--- config.mk ---
export PLATFORM = sky130hd
export DESIGN_NAME = fbmc_host
export DESIGN_NICKNAME = d
export VERILOG_FILES = /design/src/pkg/fbmc_pkg.sv /design/src/hw/fbmc_host.sv
export SDC_FILE = /design/constraint.sdc
export NUM_CORES = 1
export LEC_CHECK = 0
export BUFFER_PORTS_ARGS = -buffer_cell sky130_fd_sc_hd__clkbuf_2
export CORE_MARGIN = 1.5
export CORE_UTILIZATION = 47
export DETAILED_ROUTE_END_ITERATION = 16
export PLACE_DENSITY_LB_ADDON = 0.05
export SLEW_MARGIN = 5
export SYNTH_ARGS = -nofsm -noshare
export SYNTH_HDL_FRONTEND = slang
export SYNTH_SLANG_ARGS = --single-unit
--- constraint.sdc ---
create_clock -name sys_clk -period 4.35 [get_ports sys_clk]
set_input_delay 1.305 -clock sys_clk [delete_from_list [all_inputs] [get_ports sys_clk]]
set_output_delay 1.305 -clock sys_clk [all_outputs]
set_load 0.01 [all_outputs]
--- src/pkg/fbmc_pkg.sv ---
// Constants and carrier types for the flash bus mode controller (host end).
// Assumes a 40 MHz sys_clk; flash pins are sampled synchronously.
// Overview of operation
// - Host reads with select, gate low, strobe high
// - Host writes with strobe, select low, gate high
// - Shortened program mode uses two write cycles
// - Host uses accelerate only for two-cycle program
// - Host never leaves protect/accelerate pin floating
// - Host resets the flash only between requests, never mid-sequence
// - No read until reset-high-to-read elapsed
package fbmc_pkg;

   localparam int CLK_PERIOD_PS = 25000;
   localparam int ADDR_W        = 21;
   localparam int DATA_W        = 16;
   localparam int DQ_LSB_ADDR   = 15;

   // Times in ns, counts derived from the clock period
   localparam int RESET_PULSE_MIN_NS     = 500;
   localparam int RESET_HIGH_TO_READ_NS  = 50;
   localparam int SELECT_ACCESS_TIME_NS  = 70;
   localparam int ADDRESS_ACCESS_TIME_NS = 70;
   localparam int WRITE_PULSE_NS         = 35;
   localparam int WRITE_RECOVER_NS       = 30;

   function automatic int ns_to_cyc(input int ns);
      int c;
      c = (ns * 1000 + CLK_PERIOD_PS - 1) / CLK_PERIOD_PS;
      return (c < 1) ? 1 : c;
   endfunction : ns_to_cyc

   localparam int RESET_PULSE_CYC = ns_to_cyc(RESET_PULSE_MIN_NS);
   localparam int RH_READ_CYC     = ns_to_cyc(RESET_HIGH_TO_READ_NS);
   localparam int SEL_ACCESS_CYC  = ns_to_cyc(SELECT_ACCESS_TIME_NS);
   localparam int ADDR_ACCESS_CYC = ns_to_cyc(ADDRESS_ACCESS_TIME_NS);
   localparam int WR_PULSE_CYC    = ns_to_cyc(WRITE_PULSE_NS);
   localparam int WR_RECOVER_CYC  = ns_to_cyc(WRITE_RECOVER_NS);
   localparam int CNT_W           = 8;

   // Unlock cycle addresses and data for the standard program sequence
   localparam logic [ADDR_W-1:0] UNLOCK_ADDR1 = 21'h000555;
   localparam logic [ADDR_W-1:0] UNLOCK_ADDR2 = 21'h0002AA;
   localparam logic [DATA_W-1:0] UNLOCK_DATA1 = 16'h00AA;
   localparam logic [DATA_W-1:0] UNLOCK_DATA2 = 16'h0055;
   localparam logic [DATA_W-1:0] PROG_SETUP   = 16'h00A0;

   typedef enum logic [1:0] {
      FBMC_OP_READ,
      FBMC_OP_WRITE,
      FBMC_OP_PROGRAM
   } fbmc_op_t;

   typedef struct packed {
      fbmc_op_t          op;
      logic [ADDR_W-1:0] addr;
      logic [DATA_W-1:0] data;
   } fbmc_req_t;

   typedef struct packed {
      logic              select_n;
      logic              gate_n;
      logic              strobe_n;
      logic              reset_n;
      logic [ADDR_W-1:0] addr;
   } fbmc_pins_t;

endpackage : fbmc_pkg

--- src/hw/fbmc_host.sv ---
// Host-side controller driving the flash through its bus pins.
// Assumes pin inputs are synchronous to sys_clk; the bench resolves dq.
`timescale 1ns/1ps
module fbmc_host
#(
   parameter int RESET_PULSE_CYC = fbmc_pkg::RESET_PULSE_CYC
)
(
   input  wire logic                       sys_clk,
   input  wire logic                       reset,
   input  wire logic                       req_valid,
   output      logic                       req_ready,
   input  wire fbmc_pkg::fbmc_req_t        req,
   input  wire logic                       byte_mode,
   input  wire logic                       accel_req,
   input  wire logic                       flash_reset_req,
   output      logic                       rsp_valid,
   output      logic [fbmc_pkg::DATA_W-1:0] rsp_data,
   output      fbmc_pkg::fbmc_pins_t       pins,
   output      logic                       width_select,
   output      logic                       protect_accel_pin,
   output      logic                       accel_level_en,
   input  wire logic                       ready_busy_n,
   input  wire logic [fbmc_pkg::DATA_W-1:0] dq_in,
   output      logic [fbmc_pkg::DATA_W-1:0] dq_out,
   output      logic [fbmc_pkg::DATA_W-1:0] dq_oe
);

   typedef enum logic [3:0] {
      FBMC_RST_HOLD,
      FBMC_RST_WAIT,
      FBMC_IDLE,
      FBMC_RD_ACCESS,
      FBMC_WR_PULSE,
      FBMC_WR_RECOVER,
      FBMC_DONE
   } fbmc_state_t;

   initial
   begin
      if (RESET_PULSE_CYC < 1 || RESET_PULSE_CYC > 255)
         $error("RESET_PULSE_CYC out of range");
   end

   fbmc_state_t                     state_r;
   logic [fbmc_pkg::CNT_W-1:0]      cnt_r;
   logic [1:0]                      step_r;
   logic [1:0]                      steps_r;
   fbmc_pkg::fbmc_req_t             cur_r;
   logic                            selected_r;
   logic                            byte_r;
   logic                            accel_r;
   logic [fbmc_pkg::ADDR_W-1:0]     wr_addr;
   logic [fbmc_pkg::DATA_W-1:0]     wr_data;

   function automatic logic [fbmc_pkg::CNT_W-1:0] cyc(input int n);
      return fbmc_pkg::CNT_W'(n - 1);
   endfunction : cyc

   // Cycle address/data of the current step of a write sequence
   always_comb
   begin
      wr_addr = cur_r.addr;
      wr_data = cur_r.data;
      if (cur_r.op == fbmc_pkg::FBMC_OP_PROGRAM && step_r < steps_r)
      begin
         // Shortened mode skips both unlock cycles
         if (steps_r == 2'd1)
            wr_data = fbmc_pkg::PROG_SETUP;
         else if (step_r == 2'd0)
         begin
            wr_addr = fbmc_pkg::UNLOCK_ADDR1;
            wr_data = fbmc_pkg::UNLOCK_DATA1;
         end
         else if (step_r == 2'd1)
         begin
            wr_addr = fbmc_pkg::UNLOCK_ADDR2;
            wr_data = fbmc_pkg::UNLOCK_DATA2;
         end
         else
         begin
            wr_addr = fbmc_pkg::UNLOCK_ADDR1;
            wr_data = fbmc_pkg::PROG_SETUP;
         end
      end
   end

   assign req_ready = (state_r == FBMC_IDLE) && !flash_reset_req;

   // Sequencer
   always_ff @(posedge sys_clk or posedge reset)
   begin
      if (reset)
      begin
         state_r    <= FBMC_RST_HOLD;
         cnt_r      <= '0;
         step_r     <= 2'd0;
         steps_r    <= 2'd0;
         cur_r      <= '0;
         selected_r <= 1'b0;
      end
      else
      begin
         case (state_r)
            FBMC_RST_HOLD:
            begin
               // Pulse held at least the minimum width
               if (cnt_r >= cyc(RESET_PULSE_CYC) && !flash_reset_req)
               begin
                  state_r <= FBMC_RST_WAIT;
                  cnt_r   <= '0;
               end
               else if (cnt_r < cyc(RESET_PULSE_CYC))
                  cnt_r <= cnt_r + 1'b1;
            end
            FBMC_RST_WAIT:
            begin
               // Wait for reset-high-to-read and device ready
               if (cnt_r >= cyc(fbmc_pkg::RH_READ_CYC) && ready_busy_n)
               begin
                  state_r    <= FBMC_IDLE;
                  selected_r <= 1'b0;
               end
               else if (cnt_r < cyc(fbmc_pkg::RH_READ_CYC))
                  cnt_r <= cnt_r + 1'b1;
            end
            FBMC_IDLE:
            begin
               cnt_r  <= '0;
               step_r <= 2'd0;
               // Reset only between requests, so no sequence is cut
               if (flash_reset_req)
               begin
                  state_r <= FBMC_RST_HOLD;
               end
               else if (req_valid)
               begin
                  cur_r <= req;
                  if (req.op == fbmc_pkg::FBMC_OP_READ)
                     state_r <= FBMC_RD_ACCESS;
                  else
                     state_r <= FBMC_WR_PULSE;
                  // Index of the last write cycle of the sequence
                  if (req.op != fbmc_pkg::FBMC_OP_PROGRAM)
                     steps_r <= 2'd0;
                  else if (accel_r)
                     steps_r <= 2'd1;
                  else
                     steps_r <= 2'd3;
               end
            end
            FBMC_RD_ACCESS:
            begin
               // Leaving standby needs the select access time
               if (cnt_r >= cyc(selected_r ? fbmc_pkg::ADDR_ACCESS_CYC
                                           : fbmc_pkg::SEL_ACCESS_CYC))
               begin
                  state_r    <= FBMC_DONE;
                  selected_r <= 1'b1;
               end
               else
                  cnt_r <= cnt_r + 1'b1;
            end
            FBMC_WR_PULSE:
            begin
               if (cnt_r >= cyc(fbmc_pkg::WR_PULSE_CYC))
               begin
                  state_r <= FBMC_WR_RECOVER;
                  cnt_r   <= '0;
               end
               else
                  cnt_r <= cnt_r + 1'b1;
            end
            FBMC_WR_RECOVER:
            begin
               selected_r <= 1'b0;
               if (cnt_r >= cyc(fbmc_pkg::WR_RECOVER_CYC))
               begin
                  cnt_r <= '0;
                  if (step_r == steps_r)
                     state_r <= FBMC_DONE;
                  else
                  begin
                     step_r  <= step_r + 2'd1;
                     state_r <= FBMC_WR_PULSE;
                  end
               end
               else
                  cnt_r <= cnt_r + 1'b1;
            end
            default:
               state_r <= FBMC_IDLE;
         endcase
      end
   end

   // Width and accelerate latched only between accesses
   always_ff @(posedge sys_clk or posedge reset)
   begin
      if (reset)
      begin
         byte_r  <= 1'b0;
         accel_r <= 1'b0;
      end
      else if (state_r == FBMC_IDLE && !req_valid)
      begin
         byte_r  <= byte_mode;
         accel_r <= accel_req;
      end
   end

   // Read data capture
   always_ff @(posedge sys_clk or posedge reset)
   begin
      if (reset)
      begin
         rsp_valid <= 1'b0;
         rsp_data  <= '0;
      end
      else
      begin
         rsp_valid <= 1'b0;
         if (state_r == FBMC_RD_ACCESS && state_r != FBMC_DONE &&
             cnt_r >= cyc(selected_r ? fbmc_pkg::ADDR_ACCESS_CYC
                                     : fbmc_pkg::SEL_ACCESS_CYC))
         begin
            rsp_valid <= 1'b1;
            if (byte_r)
               rsp_data <= {8'h00, dq_in[7:0]};
            else
               rsp_data <= dq_in;
         end
      end
   end

   // Bus pins, registered
   always_ff @(posedge sys_clk or posedge reset)
   begin
      if (reset)
      begin
         pins   <= '{select_n: 1'b1, gate_n: 1'b1, strobe_n: 1'b1,
                     reset_n: 1'b0, addr: '0};
         dq_out <= '0;
         dq_oe  <= '0;
      end
      else
      begin
         pins.reset_n  <= !(state_r == FBMC_RST_HOLD);
         pins.select_n <= 1'b1;
         pins.gate_n   <= 1'b1;
         pins.strobe_n <= 1'b1;
         dq_out        <= '0;
         dq_oe         <= '0;
         if (state_r == FBMC_RD_ACCESS)
         begin
            pins.select_n <= 1'b0;
            pins.gate_n   <= 1'b0;
            pins.addr     <= cur_r.addr >> 1;
            if (byte_r)
            begin
               dq_out[fbmc_pkg::DQ_LSB_ADDR] <= cur_r.addr[0];
               dq_oe[fbmc_pkg::DQ_LSB_ADDR]  <= 1'b1;
            end
         end
         else if (state_r == FBMC_WR_PULSE)
         begin
            pins.select_n <= 1'b0;
            pins.strobe_n <= 1'b0;
            pins.addr     <= wr_addr >> 1;
            if (byte_r)
            begin
               dq_out <= {wr_addr[0], 7'h00, wr_data[7:0]};
               dq_oe  <= 16'h80FF;
            end
            else
            begin
               dq_out <= wr_data;
               dq_oe  <= 16'hFFFF;
            end
         end
      end
   end

   // Pin is always driven to a level, never left floating
   assign protect_accel_pin = 1'b1;
   // Level only while a program sequence is on the pins
   assign accel_level_en    = accel_r &&
                              cur_r.op == fbmc_pkg::FBMC_OP_PROGRAM &&
                              (state_r == FBMC_WR_PULSE ||
                               state_r == FBMC_WR_RECOVER);
   assign width_select      = !byte_r;

endmodule : fbmc_host

Yosys cells after proc, flatten, opt, wreduce, memory -nomap -nowiden
Index checks and enable logic that the tools add are counted.

Register bits: 131. Input bits: 62. Output and inout bits: 78. Logic and storage cells: 122.

Add/sub/neg operators: 2. $lt $le $gt $ge: 6. Equal/unequal tests: 22. Mux-type cells: 48. Bitwise operators: 1. Reductions and logical operators: 25.

Operators with widths (count): $mux W16 (6); $mux W21 (4); $mux W8 (8); $mux W15 (3); $pmux W8 S5 (1); $mux W4 (7); $pmux W4 S6 (1); $mux W11 (2); $ne A2 B2 Y1 const B (10); $mux W2 (5); $logic_and A1 B1 Y1 (9); $mux W1 (9); $add A8 B1 Y8 const B (1); $eq A4 B2 Y1 const B (2); $eq A4 B3 Y1 const B (2); $ge A8 B1 Y1 const B (1); $ge A8 B2 Y1 const B (1); $ge A8 B5 Y1 const B (1); $lt A8 B1 Y1 const B (1); $lt A8 B5 Y1 const B (1); $ne A3 B3 Y1 const B (2); $reduce_and A3 Y1 (2); $reduce_and A6 Y1 (1); $reduce_and A5 Y1 (1); 17 further kinds (23).

Depth between registers and ports, before layout
Depth after elaboration: 8. Depth in mapped cells: 10. Gate-level depth less buffers: 9.

Worst setup path after synthesis
OpenSTA, ideal clock, no wires.

Path type: input port to output port. From: input flash_reset_req. To: output req_ready. Arrival time: 1535 ps. Data required time: 3045 ps. Setup slack: 1510 ps. Stages: 1. Cells stage by stage: nor2_1.

Word-level cells in the longest chain between the ends: 2.

Ends and longest elaborated chain: start, declared (line fbmc_host.sv:16) `input wire logic flash_reset_req,`; $logic_not A1 Y1 (line fbmc_host.sv:88) `assign req_ready = (state_r == FBMC_IDLE) && !flash_reset_req;`; $logic_and A1 B1 Y1 (line fbmc_host.sv:88); end, declared (line fbmc_host.sv:12) `output logic req_ready,`.

No other way between the ends.

Worst setup path after layout
From: register state_r[2]. To: output req_ready.

Word-level cells in the longest chain between the ends: 2.

Ends and longest elaborated chain: start, declared (line fbmc_host.sv:45) `fbmc_state_t state_r;`; start signal, assigned (line fbmc_host.sv:95) `state_r <= FBMC_RST_HOLD;`; start signal, assigned (line fbmc_host.sv:110) `state_r <= FBMC_RST_WAIT;`; start signal, assigned (line fbmc_host.sv:121) `state_r <= FBMC_IDLE;`; $eq A4 B2 Y1 (line fbmc_host.sv:88); $logic_and A1 B1 Y1 (line fbmc_host.sv:88).

No other way between the ends.

==> metrics.csv <==
metric,value,unit
synth.avg_cell_area,11.7,µm²
drc_errors,0,
max_cap_violations,0,
status,completed,
dr.pass1.iters,4,
cts_tree,done,
yosysSeqAreaShare,59.0,%
p_leak,3.14,nW
startpoint_type,register,
fp.dieW,105,µm
max-slew-margin-rel,31.5,%
cts_sinks,116,
die_area,0.0111,mm²
vias_per_cell,5.00,
pwr-share-comb,31.3,%
antenna_found_initial,0,
cp.arrival,1920,ps
wl_per_cell,14.5,µm
layout_min_cycle_time,3220,ps
cts_hold_buf,0,
report.final.setup_viol,0,
fin_nets,617,
synth-edff-count,0,
rows,37,
die_y,105,µm
internal_power,0.00308,W
place_inst,664,
port-buffer-count,137,
synthesis.yosys.warnings,0,
pwr_density_cell,742,mW/mm²
post-synth-top-area-cell,dfrtp_1,
ys_seq_elements,116,
start_util,48.2,%
ys_types,56,
hold_slack,471,ps
vdd_drop_max,0.000316,V
power_frac_seq,38.4,%
grt_pass1_wl,16800,µm
synth.area.top_cells,"dfrtp_1 57%, mux2_2 11%, nand2_1 4.0%, buf_4 2.3%, o21ai_0 2.1%",
slew_viol_final,0,
synth.top_cell.area_share,57.4,%
antenna_left,0,
synth_nets,492,
insertion_delay,500,ps
pwr-share-clk,30.3,%
drt_iter0_markers,154,
critPathKind,register to output port,
placed_cell_area,0.00562,mm²
async_reset_ff_share,100,%
crit_path_end_kind,output port,
grtUsageTotal,19.5,%
syn_area,0.00493,mm²
drive_gt1_share,41.3,%
tightestPinTransition,1020,ps
wl,10100,µm
crit_fanout,14,
stdcell_count,696,
via_count,3479,
grt_start_max_net_pins,117,
cts_htree_levels,4,
clk_pin_slew,60,ps
period_share,74.1,%
hpwl,6740,µm
rsz0062_at_grt,no,
cts_resized,0,
mostFrequentLayoutCell,clkbuf_2,
finalInstanceArea,0.00623,mm²
gr-total-overflow,0,
fin_worst_skew,8.20,ps
gp_congestion,0.748,
post_cts_buffers,0,
grt_pass1_vias,3430,
sw_frac_of_total,33.4,%
ys.flop_type,dfrtp_1,
clk_path_buf_depth,2,
p_sw,0.00154,W
ioPinCount,140,
synthCells,422,
cts_inserted_buffers,17,
area_growth,26.4,%
fillCellCount,869,
layout_common_cells,"137 x clkbuf_2, 113 x dfrtp_1, 51 x nand2_1",
finalHoldViolations,0,
n_antenna_cell,0,
clock.fmax,0.310,GHz
setup_tns,0,ps
hold_path.class,register to register,
fp.coreArea,0.0102,mm²
crit_required,3040,ps
clockRootBuffer,clkbuf_8,
==> synthesized netlist by cell type, types with 2 or more instances <==
cell type / n
and2_1: 11
mux2_1: 4
buf_2: 3
nor2_1: 25
dfstp_2: 3
nor3_1: 4
mux2_2: 46
inv_1: 12
buf_4: 15
nand2b_1: 13
conb_1: 2
a21o_1: 2
clkbuf_1: 13
a21oi_1: 11
ha_1: 8
o221ai_1: 2
or3_1: 2
o21a_1: 4
dfrtp_1: 113
nand2_1: 52
o31ai_1: 2
nand3_1: 6
a22o_1: 4
or3b_1: 2
a31oi_1: 4
o21ai_1: 9
o21ai_0: 21
==> area by class of cell <==
type | count | area [µm²] | share of cell area, %
clock buffers | 18 | 428 | 6.87
flip-flops and latches | 116 | 2910 | 46.7
multi-input cells | 260 | 1780 | 28.6
clock inverters | 14 | 176 | 2.83
well taps | 136 | 170 | 2.73
repair buffers | 138 | 706 | 11.3
inverters | 14 | 58.8 | 0.944
==> metal layers <==
layer / up-vias / part of all wire [%] / global-route usage (%)
li1: 1671 / - / -
met1: 1686 / 45 / 26.1
met2: 114 / 48 / 30.3
met3: 8 / 6.2 / 5.57
met4: 0 / 0.86 / 7.73
met5: - / 0 / 0
==> stage by stage <==
stage | total power (W) | setup slack [ps] | utilization, %
final | 0.00462 | 1130 | 60.9
after floorplan | 0.00281 | 1510 | -
after global placement | 0.00319 | 1230 | 55.0
after detailed placement | 0.00325 | 1210 | 55.0
after CTS | 0.00468 | 1100 | 60.9
after global routing | 0.00494 | 953 | 60.9
==> final timing paths <==
path | startpoint | end | slack [ps] | cells after the start
max in group asynchronous | reset | dq_out[5] | 2930 | 3
min | cur_r[9] | dq_out[9] | 470 | 1
max | state_r[2] | req_ready | 1130 | 3
min reg2reg | cur_r[9] | dq_out[9] | 470 | 1
max reg2reg | steps_r[1] | pins[6] | 1770 | 7
min in group asynchronous | reset | dq_oe[15] | 970 | 3
==> cells by family after synthesis <==
| family | after synthesis | synth area share, % |
|---|---|---|
| and+or+nand+nor | 133 | 14.1 |
| muxes | 51 | 11.6 |
| AOI/OAI and AO/OA | 66 | 8.17 |
| buffers and inverters | 46 | 4.93 |
| adders and majority gates | 8 | 2.03 |
| DFF | 116 | 59.0 |
| other | 2 | 0.152 |
==> worst max-delay path, stage by stage (launching register included) <==
cell and delay, ps:
dfrtp_1 510, or3b_1 510, nor2_1 220, clkbuf_2 170
==> sequential cells by signal (all words and copies together) (netlist names) <==
signal	flops
pins	24
rsp_valid	1
byte_r	1
dq_oe	3
state_r	3
rsp_data	16
accel_r	1
steps_r	2
step_r	2
dq_out	16
cur_r	39
cnt_r	8
==> power by group through the flow <==
stage	Sequential [W]	Combinational (W)	Clock, W
after floorplan	0.00181	0.00100	0
after global placement	0.00178	0.00142	0
after detailed placement	0.00179	0.00145	0
after CTS	0.00178	0.00147	0.00143
after global routing	0.00184	0.00162	0.00148
final	0.00178	0.00145	0.00140
Note: power is estimated with default switching activity, not from simulation.
